<file path="config.mk">
export PLATFORM = sky130hd
export DESIGN_NAME = rrts_sequencer
export DESIGN_NICKNAME = d
export VERILOG_FILES = /design/src/hdl/rrts_sequencer.v
export VERILOG_INCLUDE_DIRS = /design/src /design/src/hdl
export SDC_FILE = /design/constraint.sdc
export NUM_CORES = 1
export LEC_CHECK = 0
export BUFFER_PORTS_ARGS = -buffer_cell sky130_fd_sc_hd__buf_2
export CAP_MARGIN = 20
export CELL_PAD_IN_SITES_DETAIL_PLACEMENT = 0
export CELL_PAD_IN_SITES_GLOBAL_PLACEMENT = 1
export CORE_MARGIN = 2
export CORE_UTILIZATION = 39
export CTS_CLUSTER_DIAMETER = 100
export DETAILED_ROUTE_END_ITERATION = 16
export PLACE_DENSITY = 0.74
export SYNTH_ARGS = -nofsm -noshare
export SYNTH_HDL_FRONTEND = slang
export SYNTH_SLANG_ARGS = --single-unit
</file>
<file path="constraint.sdc">
create_clock -name clock_in -period 2.4 [get_ports clock_in]
set_input_delay 0.24 -clock clock_in [delete_from_list [all_inputs] [get_ports clock_in]]
set_output_delay 0.24 -clock clock_in [all_outputs]
set_load 0.01 [all_outputs]
</file>
<file path="src/hdl/rrts_regs.vh">
// Constants for the range test sequencer
`ifndef RRTS_REGS_VH
`define RRTS_REGS_VH
// Mode codes on mode_select_in
`define RRTS_MODE_IDLE      2'h0
`define RRTS_MODE_SINGLE    2'h1
`define RRTS_MODE_CYCLE     2'h2
`define RRTS_MODE_RANGE     2'h3
// Step codes
`define RRTS_STEP_REF       3'h0
`define RRTS_STEP_V0        3'h1
`define RRTS_STEP_V90       3'h2
`define RRTS_STEP_I0        3'h3
`define RRTS_STEP_I90       3'h4
// Display item codes
`define RRTS_DISP_NONE      3'h0
`define RRTS_DISP_BANNER    3'h1
`define RRTS_DISP_STEP      3'h2
`define RRTS_DISP_RESULT    3'h3
`define RRTS_DISP_VGAIN     3'h4
`define RRTS_DISP_IGAIN     3'h5
// Reference window limits
`define RRTS_REF_LOW        16'h6f00
`define RRTS_REF_HIGH       16'h8b00
// Impedance class codes
`define RRTS_Z_LT4          3'h0
`define RRTS_Z_4_40         3'h1
`define RRTS_Z_40_4K        3'h2
`define RRTS_Z_4K_40K       3'h3
`define RRTS_Z_40K_400K     3'h4
`define RRTS_Z_GT400K       3'h5
// Banner (1000 ns at 8 ns clock) and step dwell times
`define RRTS_BANNER_CYC     16'h007d
`define RRTS_CYCLE_DWELL    8'h40
`endif

</file>
<file path="src/hdl/rrts_sequencer.v">
// Measurement step and range test sequencer
`timescale 1ns/1ns
`include "rrts_regs.vh"

// Contract
// - Single-step test shows banner briefly, then reference step; key shows its result
// - Reference result outside 6F00..8B00 flags an analog path fault
// - Each later step: one key announces it, next key shows result, in order
// - After last current step show voltage then current gain code, then end
// - Lowest voltage and current gain codes both mean minus 20 dB
// - Full-cycle test shows banner then runs cycle without showing the result
// - Reference measurement is shown as voltage gain code 0
// - Voltage gain codes 1 to 3 are -20, 0, +20 dB
// - Current gain codes 1 to 4 are -20, 0, +20, +40 dB
// - Range test shows banner, then holds reference setting with voltage code 0
// - Range test walks voltage then current ranges, ends after +40 dB
// - Line encoding for inhibit and voltage codes 1 to 3
// - Line encoding for current codes 1 to 4
// - Phase line low for 0 degree and inhibit, high for 90; 0 first
// - Five steps: reference, voltage 0, voltage 90, current 0, current 90
// - Displayed value is upper 16 bits of the integrating counter
// - Range is chosen automatically from the component, except in range test, where key presses step it
module rrts_sequencer (
	input  wire        clock_in,
	input  wire        reset_in,
	input  wire [1:0]  mode_select_in,
	input  wire        start_in,
	input  wire        key_press_in,
	input  wire [2:0]  impedance_class_in,
	input  wire [23:0] integrator_count_in,
	output reg         amp_gain_select_a_out,
	output reg         amp_gain_select_b_out,
	output reg         voltage_input_select_out,
	output reg         current_converter_gain_out,
	output reg         phase_select_out,
	output reg  [2:0]  step_out,
	output reg  [2:0]  voltage_gain_code_out,
	output reg  [2:0]  current_gain_code_out,
	output reg  [2:0]  display_item_out,
	output reg  [15:0] display_value_out,
	output reg         ref_fault_out,
	output reg         busy_out,
	output reg         done_out
);

	// ****************************************
	// States
	// ****************************************
	localparam [7:0] ST_IDLE   = 8'h01;
	localparam [7:0] ST_BANNER = 8'h02;
	localparam [7:0] ST_ANNOUN = 8'h04;
	localparam [7:0] ST_RESULT = 8'h08;
	localparam [7:0] ST_VGAIN  = 8'h10;
	localparam [7:0] ST_IGAIN  = 8'h20;
	localparam [7:0] ST_CYCLE  = 8'h40;
	localparam [7:0] ST_RANGE  = 8'h80;

	localparam [15:0] BANNER_CYC = `RRTS_BANNER_CYC;

	reg [7:0]  state_q;
	reg [1:0]  mode_q;
	reg [2:0]  step_q;
	reg [3:0]  range_q;
	reg [15:0] timer_q;
	reg [7:0]  dwell_q;
	reg [2:0]  sel_vcode;
	reg [2:0]  sel_icode;
	reg [2:0]  act_vcode;
	reg [2:0]  act_icode;
	reg        act_volt;
	reg        line_a;
	reg        line_b;
	reg        line_vis;
	reg        line_ivc;
	wire [15:0] count_msb;

	assign count_msb = integrator_count_in[23:8];

	// ****************************************
	// Automatic gain choice
	// ****************************************
	// impedance to gain pair
	always @* begin
		sel_vcode = 3'h1;
		sel_icode = 3'h1;
		case (impedance_class_in)
			`RRTS_Z_LT4: begin
				sel_vcode = 3'h3;
			end
			`RRTS_Z_4_40: begin
				sel_vcode = 3'h2;
			end
			`RRTS_Z_4K_40K: begin
				sel_icode = 3'h2;
			end
			`RRTS_Z_40K_400K: begin
				sel_icode = 3'h3;
			end
			`RRTS_Z_GT400K: begin
				sel_icode = 3'h4;
			end
			default: sel_vcode = 3'h1;
		endcase
	end

	// ****************************************
	// Active codes for the line encoder
	// ****************************************
	always @* begin
		act_vcode = 3'h0;
		act_icode = 3'h0;
		act_volt  = 1'b1;
		if (state_q == ST_RANGE) begin
			if (range_q < 4'h4) begin
				act_vcode = range_q[2:0];
			end else begin
				act_volt  = 1'b0;
				act_icode = range_q[2:0] - 3'h3;
			end
		end else if (step_q == `RRTS_STEP_V0 || step_q == `RRTS_STEP_V90) begin
			act_vcode = sel_vcode;
		end else if (step_q == `RRTS_STEP_I0 || step_q == `RRTS_STEP_I90) begin
			act_volt  = 1'b0;
			act_icode = sel_icode;
		end
	end

	// ****************************************
	// Line encoding
	// ****************************************
	// code to control lines
	always @* begin
		line_a   = 1'b0;
		line_b   = 1'b0;
		line_vis = 1'b0;
		line_ivc = 1'b0;
		if (act_volt) begin
			line_vis = (act_vcode != 3'h0);
			line_a   = act_vcode[0];
			line_b   = act_vcode[1];
		end else begin
			line_a   = (act_icode == 3'h1) || (act_icode == 3'h4);
			line_b   = (act_icode != 3'h1);
			line_ivc = (act_icode == 3'h3) || (act_icode == 3'h4);
		end
	end

	// ****************************************
	// Sequencer
	// ****************************************
	always @(posedge clock_in or posedge reset_in) begin
		if (reset_in) begin
			state_q                    <= ST_IDLE;
			mode_q                     <= `RRTS_MODE_IDLE;
			step_q                     <= `RRTS_STEP_REF;
			range_q                    <= 4'h0;
			timer_q                    <= 16'h0000;
			dwell_q                    <= 8'h00;
			amp_gain_select_a_out      <= 1'b0;
			amp_gain_select_b_out      <= 1'b0;
			voltage_input_select_out   <= 1'b0;
			current_converter_gain_out <= 1'b0;
			phase_select_out           <= 1'b0;
			step_out                   <= `RRTS_STEP_REF;
			voltage_gain_code_out      <= 3'h0;
			current_gain_code_out      <= 3'h0;
			display_item_out           <= `RRTS_DISP_NONE;
			display_value_out          <= 16'h0000;
			ref_fault_out              <= 1'b0;
			busy_out                   <= 1'b0;
			done_out                   <= 1'b0;
		end else begin
			amp_gain_select_a_out      <= line_a;
			amp_gain_select_b_out      <= line_b;
			voltage_input_select_out   <= line_vis;
			current_converter_gain_out <= line_ivc;
			// phase high only on 90 degree steps
			phase_select_out <= (state_q != ST_RANGE) &&
				(step_q == `RRTS_STEP_V90 || step_q == `RRTS_STEP_I90);
			step_out              <= step_q;
			voltage_gain_code_out <= act_vcode;
			current_gain_code_out <= act_icode;
			done_out              <= 1'b0;
			busy_out              <= (state_q != ST_IDLE);
			case (state_q)
				ST_IDLE: begin
					display_item_out <= `RRTS_DISP_NONE;
					step_q           <= `RRTS_STEP_REF;
					range_q          <= 4'h0;
					if (start_in && mode_select_in != `RRTS_MODE_IDLE) begin
						mode_q           <= mode_select_in;
						timer_q          <= BANNER_CYC;
						ref_fault_out    <= 1'b0;
						state_q          <= ST_BANNER;
						display_item_out <= `RRTS_DISP_BANNER;
					end
				end
				ST_BANNER: begin
					if (timer_q == 16'h0001) begin
						dwell_q <= `RRTS_CYCLE_DWELL;
						if (mode_q == `RRTS_MODE_SINGLE) begin
							state_q          <= ST_ANNOUN;
							display_item_out <= `RRTS_DISP_STEP;
						end else if (mode_q == `RRTS_MODE_CYCLE) begin
							state_q          <= ST_CYCLE;
							display_item_out <= `RRTS_DISP_NONE;
						end else begin
							state_q           <= ST_RANGE;
							display_item_out  <= `RRTS_DISP_VGAIN;
							display_value_out <= 16'h0000;
						end
					end else begin
						timer_q <= timer_q - 16'h0001;
					end
				end
				ST_ANNOUN: begin
					if (key_press_in) begin
						state_q           <= ST_RESULT;
						display_item_out  <= `RRTS_DISP_RESULT;
						display_value_out <= count_msb;
						if (step_q == `RRTS_STEP_REF) begin
							ref_fault_out <= (count_msb < `RRTS_REF_LOW) ||
								(count_msb > `RRTS_REF_HIGH);
						end
					end
				end
				ST_RESULT: begin
					if (key_press_in) begin
						if (step_q == `RRTS_STEP_I90) begin
							state_q           <= ST_VGAIN;
							display_item_out  <= `RRTS_DISP_VGAIN;
							display_value_out <= {13'h0000, sel_vcode};
						end else begin
							step_q           <= step_q + 3'h1;
							state_q          <= ST_ANNOUN;
							display_item_out <= `RRTS_DISP_STEP;
						end
					end
				end
				ST_VGAIN: begin
					if (key_press_in) begin
						state_q           <= ST_IGAIN;
						display_item_out  <= `RRTS_DISP_IGAIN;
						display_value_out <= {13'h0000, sel_icode};
					end
				end
				ST_IGAIN: begin
					if (key_press_in) begin
						state_q  <= ST_IDLE;
						done_out <= 1'b1;
					end
				end
				ST_CYCLE: begin
					if (!start_in && mode_select_in == `RRTS_MODE_IDLE) begin
						state_q <= ST_IDLE;
					end else if (dwell_q == 8'h01) begin
						dwell_q <= `RRTS_CYCLE_DWELL;
						if (step_q == `RRTS_STEP_I90) begin
							step_q <= `RRTS_STEP_REF;
						end else begin
							step_q <= step_q + 3'h1;
						end
					end else begin
						dwell_q <= dwell_q - 8'h01;
					end
				end
				ST_RANGE: begin
					// walk ranges, end after top current range
					if (key_press_in) begin
						if (range_q == 4'h7) begin
							state_q  <= ST_IDLE;
							done_out <= 1'b1;
						end else begin
							range_q           <= range_q + 4'h1;
							display_value_out <= {13'h0000, range_q[2:0] + 3'h1};
							if (range_q >= 4'h3) begin
								display_item_out  <= `RRTS_DISP_IGAIN;
								display_value_out <= {13'h0000, range_q[2:0] - 3'h2};
							end
						end
					end
				end
				default: begin
					state_q <= ST_IDLE;
				end
			endcase
		end
	end

endmodule

</file>
* Yosys cells after proc, flatten, opt, wreduce, memory -nomap -nowiden
Cells that the tools add are included.
Word-level totals: memories kept 0, RAM bits 0, input bits 33, ROM bits 0, latch bits 0, word-level logic and storage cells 184, bits in registers 77, output and inout bits 36
Operators by class: muxes and demuxes 77, divide/modulo/power cells 0, order comparisons 4, $mul 0, shifts and indexed selects 0, eq/ne operators 46, add/subtract/negate cells 7, bitwise operators 0, reduce and logical (&&, ||, !) cells 31
Operators with widths (count):
- 2-to-1 mux 16 bit | 11
- 2-to-1 mux 8 bit | 14
- case mux 16 bit (5 select lines) | 1
- 2-to-1 mux 3 bit | 23
- case mux 8 bit (8 select lines) | 1
- != test 2 bit, second input constant | 17
- case mux 16 bit (2 select lines) | 1
- case mux 3 bit (3 select lines) | 2
- case mux 3 bit (6 select lines) | 1
- equality test 16 x 1 -> 1 bit, second input constant | 1
- equality test 8 x 1 -> 1 bit, second input constant | 2
- > comparator 16 bit, second input constant | 1
- less-than comparator 16 x 15 -> 1 bit, second input constant | 1
- case mux 8 bit (2 select lines) | 1
- subtractor 16 x 1 -> 16 bit, second input constant | 1
- 2-to-1 mux 1 bit | 15
- equality test 3 x 2 -> 1 bit, second input constant | 4
- equality test 3 bit, second input constant | 4
- AND reduction 10 bit | 1
- nonzero test 2 bit | 5
- equality test 3 x 1 -> 1 bit, second input constant | 3
- AND reduction 3 bit | 3
- AND reduction 9 bit | 1
- equality test 8 x 2 -> 1 bit, second input constant | 1
- other kinds (36) | 50

* Longest topological paths before layout
Gate-level depths: netlist (run 1).
depth after elaboration 8, mapped depth 9, mapped depth without buffers 7

* Worst setup path before layout (run 1)
OpenSTA, ideal clock, no wires.
path kind reg-to-reg, from register timer_q[5], to register state_q[3], buffers on the path 2, arrival 2.440 ns, cell stages (with the launch flop) 8, data required time 2.275 ns, clock period less this slack 2.565 ns, setup slack -0.165 ns, setup time 0.125 ns, path through dfrtp_1 > or4_1 > buf_2 > or4_1 > buf_2 > o2bb2ai_2 > nor3_2 > mux2_2
On the way: longest elaborated chain between the ends 3
RTL lines:
- from (decl) | line rrts_sequencer.v:64 | reg [15:0] timer_q;
- from (signal assigned) | line rrts_sequencer.v:213 | timer_q <= timer_q - 16'h0001;
- equality test 16 x 1 -> 1 bit | line rrts_sequencer.v:199 | if (timer_q == 16'h0001) begin
- != test 2 bit (no source line)
- AND reduction 9 bit (no source line)
- to (signal assigned) | line rrts_sequencer.v:202 | state_q <= ST_ANNOUN;
- to (signal assigned) | line rrts_sequencer.v:205 | state_q <= ST_CYCLE;
- to (signal assigned) | line rrts_sequencer.v:208 | state_q <= ST_RANGE;
- to (decl) | line rrts_sequencer.v:60 | reg [7:0] state_q;
Every way passes these cells. A chain may end at the register's enable or synchronous reset.

* Final worst setup path (run 1)
from register timer_q[1], to register display_value_out[7]
On the way: longest elaborated chain between the ends 3
RTL lines:
- equality test 16 x 1 -> 1 bit | line rrts_sequencer.v:199
- != test 2 bit (no source line)
- AND reduction 10 bit (no source line)
- to (signal assigned) | line rrts_sequencer.v:220 | display_value_out <= count_msb;
- to (signal assigned) | line rrts_sequencer.v:232 | display_value_out <= {13'h0000, sel_vcode};
- to (signal assigned) | line rrts_sequencer.v:244 | display_value_out <= {13'h0000, sel_icode};
- to (decl) | line rrts_sequencer.v:40 | output reg [15:0] display_value_out,
Every way passes these cells.

==> results of run 1 <==
cells by family (layout without fill, tap and decap cells):
family / Yosys count / in the layout / share of synthesized area [%]
flip-flops: 77 / 77 / 45.4
adder cells (fa/ha/maj): 12 / 12 / 3.54
AND/OR/NAND/NOR: 175 / 175 / 23.2
other: 1 / 1 / 0.0883
AO/OA/AOI/OAI: 88 / 88 / 13.5
buffers and inverters: 52 / 183 / 4.86
multiplexers: 24 / 24 / 5.95
XOR/XNOR: 17 / 17 / 3.51
metrics by stage:
stage / cell area (um^2) / hold slack [ps] / cells / power (mW) / setup TNS [ps]
2_1_floorplan: 4290 / 357 / 446 / 3.18 / -1540
3_3_place_gp: 5150 / 318 / 688 / 3.93 / -1260
3_5_place_dp: 5150 / 323 / 688 / 3.96 / -2850
4_1_cts: 5530 / 124 / 718 / 5.17 / -1680
5_1_grt: 5590 / 125 / 717 / 5.58 / -2300
6_report: 5590 / 135 / 717 / 5.20 / -835
state kept, by name (all words and copies together), names as in the netlist:
register / flops
done_out: 1
step_q: 3
phase_select_out: 1
display_value_out: 16
dwell_q: 8
current_converter_gain_out: 1
amp_gain_select_a_out: 1
voltage_gain_code_out: 3
voltage_input_select_out: 1
step_out: 3
busy_out: 1
current_gain_code_out: 3
amp_gain_select_b_out: 1
display_item_out: 3
timer_q: 16
mode_q: 2
range_q: 4
state_q: 8
ref_fault_out: 1
cell usage in the layout (no fill, tap or decap), drive strengths merged, types with 2 or more instances in the layout:
| master | n |
|---|---|
| nand3 | 11 |
| o31ai | 6 |
| or3b | 2 |
| a22oi | 3 |
| buf | 132 |
| a22o | 5 |
| nor2 | 26 |
| nand4 | 11 |
| nor4b | 7 |
| or3 | 7 |
| nand2 | 49 |
| a2bb2oi | 3 |
| xor2 | 15 |
| or2 | 4 |
| dfrtp | 76 |
| nand4b | 4 |
| ha | 12 |
| nor4 | 12 |
| and2 | 2 |
| nand3b | 4 |
| and3 | 2 |
| a21oi | 18 |
| a31oi | 5 |
| o21a | 4 |
| nor2b | 2 |
| mux2i | 14 |
| mux2 | 10 |
| o21ai | 27 |
| or4b | 3 |
| or4 | 10 |
| nor3 | 11 |
| o211ai | 2 |
| xnor2 | 2 |
| inv | 32 |
| nand2b | 7 |
| o22ai | 3 |
| clkbuf | 17 |
power breakdown:
part / internal, mW / switching (mW)
logic: 1.19 / 1.26
registers: 1.60 / 0.192
clock network: 0.492 / 0.458
what timing repair did:
item	in CTS	in global routing
gates cloned	1	0
hold buffers	1	0
endpoints found under the hold margin	31	0
setup endpoints to repair	32	43
resized for setup	15	19
pin swaps	4	6
buffers inserted	12	2
layer usage:
metal / track usage (%) / routed length [um] / up-vias
met4: 5.22 / 130 / 0
met2: 31.9 / 5050 / 88
met1: 25.4 / 5040 / 1810
li1: - / - / 1856
met3: 4.34 / 553 / 14
met5: 0 / 0 / -
worst max-delay path by stage:
stage | startpoint | end | slack, ps | cells past startpoint
after CTS | timer_q[1]$_DFFE_PP0P_ | display_value_out[4]$_DFFE_PP0P_ | -120 | 8
final | timer_q[1]$_DFFE_PP0P_ | display_value_out[7]$_DFFE_PP0P_ | -60 | 8
after detailed placement | timer_q[1]$_DFFE_PP0P_ | display_value_out[4]$_DFFE_PP0P_ | -150 | 8
after global placement | timer_q[1]$_DFFE_PP0P_ | display_value_out[14]$_DFFE_PP0P_ | -80 | 8
after global routing | timer_q[1]$_DFFE_PP0P_ | display_value_out[4]$_DFFE_PP0P_ | -140 | 8
after floorplan | timer_q[4]$_DFFE_PP0P_ | display_value_out[0]$_DFFE_PP0P_ | -110 | 7
worst max-delay path, cell delays in order, from the launching register on:
cell       delay [ps]
dfrtp_1           400
inv_2              80
ha_4              120
or3b_4            360
or4_4             570
o2bb2ai_4         170
nand4b_4          290
clkbuf_16         230
mux2i_1           120
final cells by class:
class,count,area (um^2),area share (%)
timing repair buffer,134,925,16.5
tap,140,175,3.13
clock buffer,16,190,3.40
inverter,33,125,2.24
multi-input combinational,317,2250,40.2
sequential,77,1930,34.5
==> run_results.csv, run 1 <==
group,metric,value,unit
status,status,"finished, violations left",
status,violations,"negative setup slack",
synth,synth_edf_count,0,
clocking,insertion_delay,350,ps
place,port_buffers,60,
routing,totalWireLength,10800,um
global_routing,grt_pass1_wl,17700,um
setup_path,worstPathRequired,2630,ps
min_path,min_to,"mode_q[0]$_DFFE_PP0P_",
place,place_ws,-155,ps
clocking,cts_root_buf,"clkbuf_8",
place,dpl.hpwl,7990,um
run,drv_cap,0,
power,power_leakage,2.70,nW
routing,wl_per_cell,15.0,um
final_layout,n_antenna_cell,0,
synth,yosysTopAreaCellShare,44.8,%
routing,firstDrtPassIters,5,
routing,vias,3768,
final_layout,drive_above_1_share,32.1,%
global_routing,grt_pass1_vias,3619,
final_layout,post-route-util,52.0,%
timing,fin_ws,-60.0,ps
synth,synth_ff_type,"dfrtp_1",
die,initial_core_util,39.5,%
routing,drc,0,
timing,setup_viol,19,
synth,synth.avg_cell_area,9.52,um^2
die,io_pins,69,
synth,synth_cell_type_count,62,
setup_path,r2r_slack,-60,ps
clocking,clkTransAtPathRegs,80,ps
synth,yosys_register_bits,77,
clocking,cts_made_buffers,9,
synth,synth_warnings,0,
final_layout,area_growth,31.7,%
power,p_per_area,929,nW/um^2
global_routing,track_usage,19.3,%
setup_path,end_kind,"register",
timing,period_minus_slack,2460,ps
place,gp_congestion,0.892,
timing,drv_slew,0,
setup_path,start_kind,"register",
min_path,hold_class,"input port to register",
die,die_h,108,um
clocking,cts_tree,"built",
global_routing,grt_max_degree,42,
timing,period_share,103,%
synth,ys_async_sr_fraction,100,%
synth,syn_nets,491,
synth,yosysMostFrequentCell,"dfrtp_1",
min_path,holdPathStages,3,
timing,worst_pin_slew,808,ps
timing,fmax,0.406,GHz
synth,synth_commonest_cells,"dfrtp_1 (76), nand2_1 (49), inv_1 (33), nor2_1 (26), o21ai_0 (25)",
min_path,hp-start,"mode_select_in[0]",
routing,drt_iter0_markers,148,
routing,vias_per_cell,5.26,
die,core,10700,um^2
timing,hold_viol_final,0,
timing,relSlewSlack,45.6,%
synth,yosysSeqAreaShare,45.4,%
timing,rsz0062_at_grt,"yes",
routing,ant_nets,0,
final_layout,n_fill_cell,1012,
clocking,clock-sinks,77,
setup_path,path_max_fanout,6,
die,core.rowCount,38,
setup_path,reg2regPathDepth,8,
clocking,cts_max_level,3,
setup_path,worstPathArrival,2690,ps
clocking,cts_buffer_depth,2,
setup_path,reg2reg_to,"display_value_out[7]$_DFFE_PP0P_",
final_layout,final_nets,617,
global_routing,gr-total-overflow,0,
setup_path,reg2reg_from,"timer_q[1]$_DFFE_PP0P_",
power,ir_drop,0.395,mV
setup_path,critical_path_class,"register to register",
synth,postSynthCellCount,446,
timing,skew,6.75,ps
synth,synth_top_area_cell,"dfrtp_1",
synth,synth.area.top_cells,"dfrtp_1 (45%), nand2_1 (4.3%), ha_1 (3.5%)",
global_routing,grt_antenna_before_repair,0,
die,die-area,11700,um^2
synth,synth_area,4250,um^2
die,die_w,108,um
(Power assumes the default switching activity.)
==> run 2: changes to the inputs <==
- ABC_AREA: not set -> 1
- CORE_UTILIZATION: 39 -> 38
- GPL_TIMING_DRIVEN: not set -> 1
- PLACE_DENSITY: 0.74 -> 0.75
- TNS_END_PERCENT: not set -> 50
==> run_results.csv, run 2 <==
group,metric,value,unit
die,core,11900,um^2
clocking,post_cts_buffers,0,
die,die-area,13000,um^2
place,port_buffers,60,
clocking,cts_buffer_depth,2,
die,core.rowCount,40,
routing,vias,4141,
power,ir_drop,0.395,mV
clocking,ctsHoldBuffers,1,
place,gp_congestion,0.858,
setup_path,r2r_slack,380,ps
setup_path,end_kind,"register",
timing,fin_ws,383,ps
routing,vias_per_cell,5.00,
timing,period_minus_slack,2020,ps
die,io_pins,69,
timing,skew,4.27,ps
die,initial_core_util,38.8,%
synth,synth.avg_cell_area,7.58,um^2
routing,ant_nets,0,
min_path,min_to,"state_q[5]$_DFFE_PP0P_",
synth,synth_cell_type_count,39,
global_routing,track_usage,18.2,%
final_layout,post-route-util,45.2,%
setup_path,start_kind,"register",
setup_path,critical_path_class,"register to register",
setup_path,worstPathRequired,2630,ps
timing,tns,0,ps
setup_path,cp_top_family,"simple AND/OR/NAND/NOR gates",
setup_path,worst-path-buf-inv,0,
setup_path,cp_slowest_cell,"dfrtp_1",
routing,wl_per_cell,13.4,um
synth,syn_nets,654,
setup_path,reg2regPathDepth,9,
final_layout,final_nets,721,
synth,synth_commonest_cells,"nand2_1 (144), nor2_1 (77), dfrtp_1 (76), inv_1 (72), nand3_1 (52)",
synth,yosysSeqAreaShare,41.8,%
final_layout,final_common_cell,"nand2_1",
timing,rsz0062_at_grt,"no",
status,status,"completed",
timing,hold_viol_final,0,
routing,drc,0,
die,die_w,114,um
timing,relSlewSlack,52.9,%
synth,ys_async_sr_fraction,100,%
routing,drt_iter0_markers,244,
clocking,insertion_delay,340,ps
timing,worst_pin_slew,699,ps
clocking,cts_max_level,3,
final_layout,n_antenna_cell,0,
min_path,holdPathStages,2,
synth,synth_area,4620,um^2
global_routing,grt_pass1_vias,3889,
run,drv_cap,0,
timing,drv_slew,0,
die,die_h,114,um
global_routing,grt_pass1_wl,18900,um
timing,period_share,84.0,%
clocking,clock-sinks,77,
setup_path,reg2reg_from,"range_q[1]$_DFFE_PP0P_",
synth,synth_edf_count,0,
min_path,hp-start,"key_press_in",
power,p_per_area,913,nW/um^2
synth,synth_ff_type,"dfrtp_1",
clocking,clkTransAtPathRegs,60,ps
setup_path,crit_chain,"ha_1 -> nand2_1 -> nor2_1 -> o21ai_1 -> nand2_2 -> nor2_8 -> nand3_4 -> nand2_1 -> nand2_1",
min_path,hold_class,"input port to register",
clocking,cts_root_buf,"clkbuf_16",
final_layout,reg_top3,"display_value_out: 16 flops, timer_q: 16 flops",
global_routing,grt_antenna_before_repair,0,
setup_path,max_stage_delay,440,ps
synth,yosys_register_bits,77,
routing,totalWireLength,11100,um
synth,yosysTopAreaCellShare,41.2,%
setup_path,worstPathArrival,2250,ps
setup_path,path_max_fanout,19,
clocking,cts-resized-gates,0,
final_layout,most-common-layout-cells,"nand2_1 (144), nor2_1 (77), dfrtp_1 (76)",
synth,synth.area.top_cells,"dfrtp_1 (41%), nand2_1 (12%), nor2_1 (6.3%)",
clocking,cts_made_buffers,9,
clocking,cts_tree,"built",
place,dpl.hpwl,8020,um
setup_path,reg2reg_to,"display_value_out[11]$_DFFE_PP0P_",
synth,yosysMostFrequentCell,"nand2_1",
global_routing,gr-total-overflow,0,
synth,synth_top_area_cell,"dfrtp_1",
power,power_leakage,2.84,nW
timing,fmax,0.496,GHz
synth,postSynthCellCount,609,
final_layout,drive_above_1_share,19.7,%
final_layout,area_growth,16.5,%
place,place_ws,351,ps
timing,setup_viol,0,
routing,firstDrtPassIters,5,
global_routing,grt_max_degree,65,
synth,synth_warnings,0,
setup_path,cp_common_cell,"nand2_1",
[run 2: changes by cell type in the layout (fill, tap and decap cells not counted), moves of 13 or more]
| cell | previous run | this run |
|---|---|---|
| nand3_1 | 9 | 52 |
| nand2_2 | 0 | 23 |
| o21ai_0 | 21 | 34 |
| mux2i_1 | 14 | 0 |
| nand4_1 | 11 | 32 |
| nand2_1 | 49 | 144 |
| nor2_1 | 26 | 77 |
| inv_1 | 31 | 71 |
| buf_4 | 66 | 3 |
[run 2: per-stage QoR]
step | std cells | power [mW] | hold slack (ps) | cell area (um^2)
after global routing | 828 | 5.26 | 178 | 5380
after global placement | 811 | 3.50 | 188 | 5070
after CTS | 828 | 4.96 | 142 | 5380
final | 828 | 4.91 | 150 | 5380
after floorplan | 609 | 3.12 | 349 | 4620
after detailed placement | 811 | 3.54 | 195 | 5070
[run 2: worst max-delay path by stage]
stage                                 startpoint                                end  slack (ps)  cells past startpoint
after floorplan                         reset_in    amp_gain_select_a_out$_DFF_PP0_         190                      1
after global placement    range_q[1]$_DFFE_PP0P_   display_value_out[0]$_DFFE_PP0P_         400                      9
after detailed placement  timer_q[1]$_DFFE_PP0P_  display_value_out[13]$_DFFE_PP0P_         350                     11
after CTS                 timer_q[1]$_DFFE_PP0P_  display_value_out[11]$_DFFE_PP0P_         350                     11
after global routing      range_q[1]$_DFFE_PP0P_  display_value_out[11]$_DFFE_PP0P_         160                      9
final                     range_q[1]$_DFFE_PP0P_  display_value_out[11]$_DFFE_PP0P_         380                      9
[run 2: logic make-up (layout without fill, tap and decap cells)]
family / after synthesis / in the layout / share of synthesized area [%]
xor gates and xnor gates: 7 / 7 / 1.33
AOI/OAI and AO/OA: 66 / 66 / 7.78
adders and majority gates: 12 / 12 / 3.25
and+or+nand+nor: 360 / 360 / 37.8
other: 1 / 1 / 0.0812
DFF: 77 / 77 / 41.8
buffers and inverters: 86 / 158 / 7.97
[run 2: metal layers]
layer,share of wire [%],wire length (um),GRT usage [%],vias up
li1,-,-,-,2104
met1,51,5660,26.6,1939
met2,44,4860,27.5,87
met3,3.6,404,2.70,11
met4,1.4,150,6.18,0
met5,0,0,0,-
[run 2: report_power, final]
group          switching (mW)  total, mW  internal [mW]
sequential              0.157       1.66           1.50
combinational            1.30       1.86          0.562
clock                   0.560       1.39          0.830
total                    2.02       4.91           2.89
[run 2: layout make-up]
cell class | instances | area, um^2
Tap cell | 147 | 184
Timing Repair Buffer | 65 | 353
Clock buffer | 10 | 239
Fill cell | 1236 | 6530
Multi-Input combinational cell | 446 | 2320
Clock inverter | 6 | 62.6
Inverter | 77 | 293
Sequential cell | 77 | 1930
==> run 3: changes to the inputs <==
- CORE_UTILIZATION: 38 -> 42
- PLACE_DENSITY: 0.75 -> 0.78
- clock period: 2.4 -> 1.99 ns (I/O delays scaled with it)
==> run_results.csv, run 3 (same netlist as run 2, synthesis figures left out) <==
group,metric,value,unit
status,status,"completed",
final_layout,n_fill_cell,1092,
power,p_per_area,1020,nW/um^2
final_layout,final_cells,837,
clocking,cts_root_buf,"clkbuf_8",
routing,wl_per_cell,13.1,um
power,ir_drop,0.456,mV
routing,drc,0,
place,dpl.hpwl,8260,um
timing,hold_slack,102,ps
routing,drt_iter0_markers,192,
timing,tns,0,ps
setup_path,cp_slowest_cell,"dfrtp_1",
clocking,cts_made_buffers,9,
global_routing,grt_pass1_wl,18800,um
timing,rsz0062_at_grt,"no",
setup_path,max_stage_delay,430,ps
final_layout,reg_top3,"display_value_out: 16 flops, timer_q: 16 flops",
place,port_buffers,60,
routing,totalWireLength,10900,um
global_routing,track_usage,20.2,%
global_routing,gr-total-overflow,0,
setup_path,critical_path_class,"register to register",
die,io_pins,69,
final_layout,final_common_cell,"nand2_1",
power,power_leakage,2.86,nW
timing,fmax,0.552,GHz
global_routing,grt_pass1_vias,3950,
clocking,cts_buffer_depth,2,
timing,fin_ws,178,ps
routing,vias,4151,
setup_path,path_max_fanout,5,
routing,ant_nets,0,
place,place_area,5210,um^2
final_layout,post-route-util,49.9,%
timing,worst_pin_slew,630,ps
die,core,10800,um^2
final_layout,drive_above_1_share,21.2,%
place,place_ws,137,ps
final_layout,area_growth,16.8,%
timing,setup_viol,0,
routing,vias_per_cell,4.96,
setup_path,end_kind,"register",
timing,drv_slew,0,
setup_path,start_kind,"register",
place,gp_congestion,0.848,
timing,hold_viol_final,0,
timing,period_share,91.1,%
final_layout,final_nets,737,
timing,period_minus_slack,1810,ps
setup_path,worstPathArrival,2090,ps
die,die-area,11800,um^2
clocking,insertion_delay,360,ps
setup_path,r2r_slack,180,ps
final_layout,n_antenna_cell,0,
die,initial_core_util,42.8,%
routing,firstDrtPassIters,5,
min_path,hold_class,"input port to register",
global_routing,grt_max_degree,61,
power,p_total,5.49,mW
clocking,clock-sinks,77,
final_layout,multi_input_area,2330,um^2
die,die_w,109,um
timing,skew,11.7,ps
final_layout,design_area,5390,um^2
place,dp_cells,820,
clocking,cts_tree,"built",
die,die_h,109,um
clocking,cts_max_level,3,
timing,relSlewSlack,57.5,%
final_layout,most-common-layout-cells,"nand2_1 (144), nor2_1 (76), dfrtp_1 (75)",
run,drv_cap,0,
setup_path,worstPathRequired,2260,ps
die,core.rowCount,38,
setup_path,crit_chain,"ha_1 -> nand2_1 -> nor2_2 -> inv_1 -> o21ai_0 -> nand3_1 -> nor2_4 -> nand2_1 -> o21ai_0",
final_layout,regArea,1930,um^2
clocking,clkTransAtPathRegs,80,ps
global_routing,grt_antenna_before_repair,0,
==> run 3: where the power goes <==
group | switching [mW] | leakage [nW] | internal, mW | total (mW)
Sequential | 0.189 | 1.03 | 1.81 | 2.00
Combinational | 1.59 | 1.75 | 0.843 | 2.43
Clock | 0.577 | 0.0807 | 0.488 | 1.06
==> run 3: layout make-up <==
type | instances | area share, %
repair buffers | 81 | 9.24
clock inverters | 2 | 0.232
well taps | 140 | 3.25
flip-flops and latches | 77 | 35.8
clock buffers | 14 | 2.83
multi-input cells | 446 | 43.2
inverters | 77 | 5.48
==> run 3: layer usage <==
metal  GRT usage, %  wire length [um]  vias up
met5              0                 0        -
met1           28.9              5460     1908
li1               -                 -     2133
met2           30.3              4750       93
met3           5.14               553       17
met4           5.49               164        0
==> run 3: repair_timing <==
action                                  CTS  global route
hold endpoints to repair                 17             0
gates resized for setup                   0             4
endpoints found under the setup margin    0             7
hold buffers                              1             0
setup buffers                             0             0
==> run 3: worst paths after layout <==
| kind | end | start | cells after the start |
|---|---|---|---|
| setup / recovery | state_q[7]$_DFFE_PP0P_ | range_q[1]$_DFFE_PP0P_ | 9 |
| hold / removal | state_q[5]$_DFFE_PP0P_ | key_press_in | 2 |
| setup reg to reg | state_q[7]$_DFFE_PP0P_ | range_q[1]$_DFFE_PP0P_ | 9 |
| hold reg to reg | step_out[0]$_DFF_PP0_ | step_q[0]$_DFFE_PP0P_ | 0 |
| max in group asynchronous | state_q[0]$_DFFE_PP1P_ | reset_in | 4 |
| min in group asynchronous | dwell_q[1]$_DFFE_PP0P_ | reset_in | 3 |
==> run 3: worst max-delay path: cells and delay by family (launching register included) <==
| kind | cells | cell delay (ps) |
|---|---|---|
| and+or+nand+nor | 5 | 650 |
| DFF | 1 | 430 |
| AOI/OAI and AO/OA | 2 | 380 |
| adders and majority gates | 1 | 190 |
| buffers and inverters | 1 | 70 |
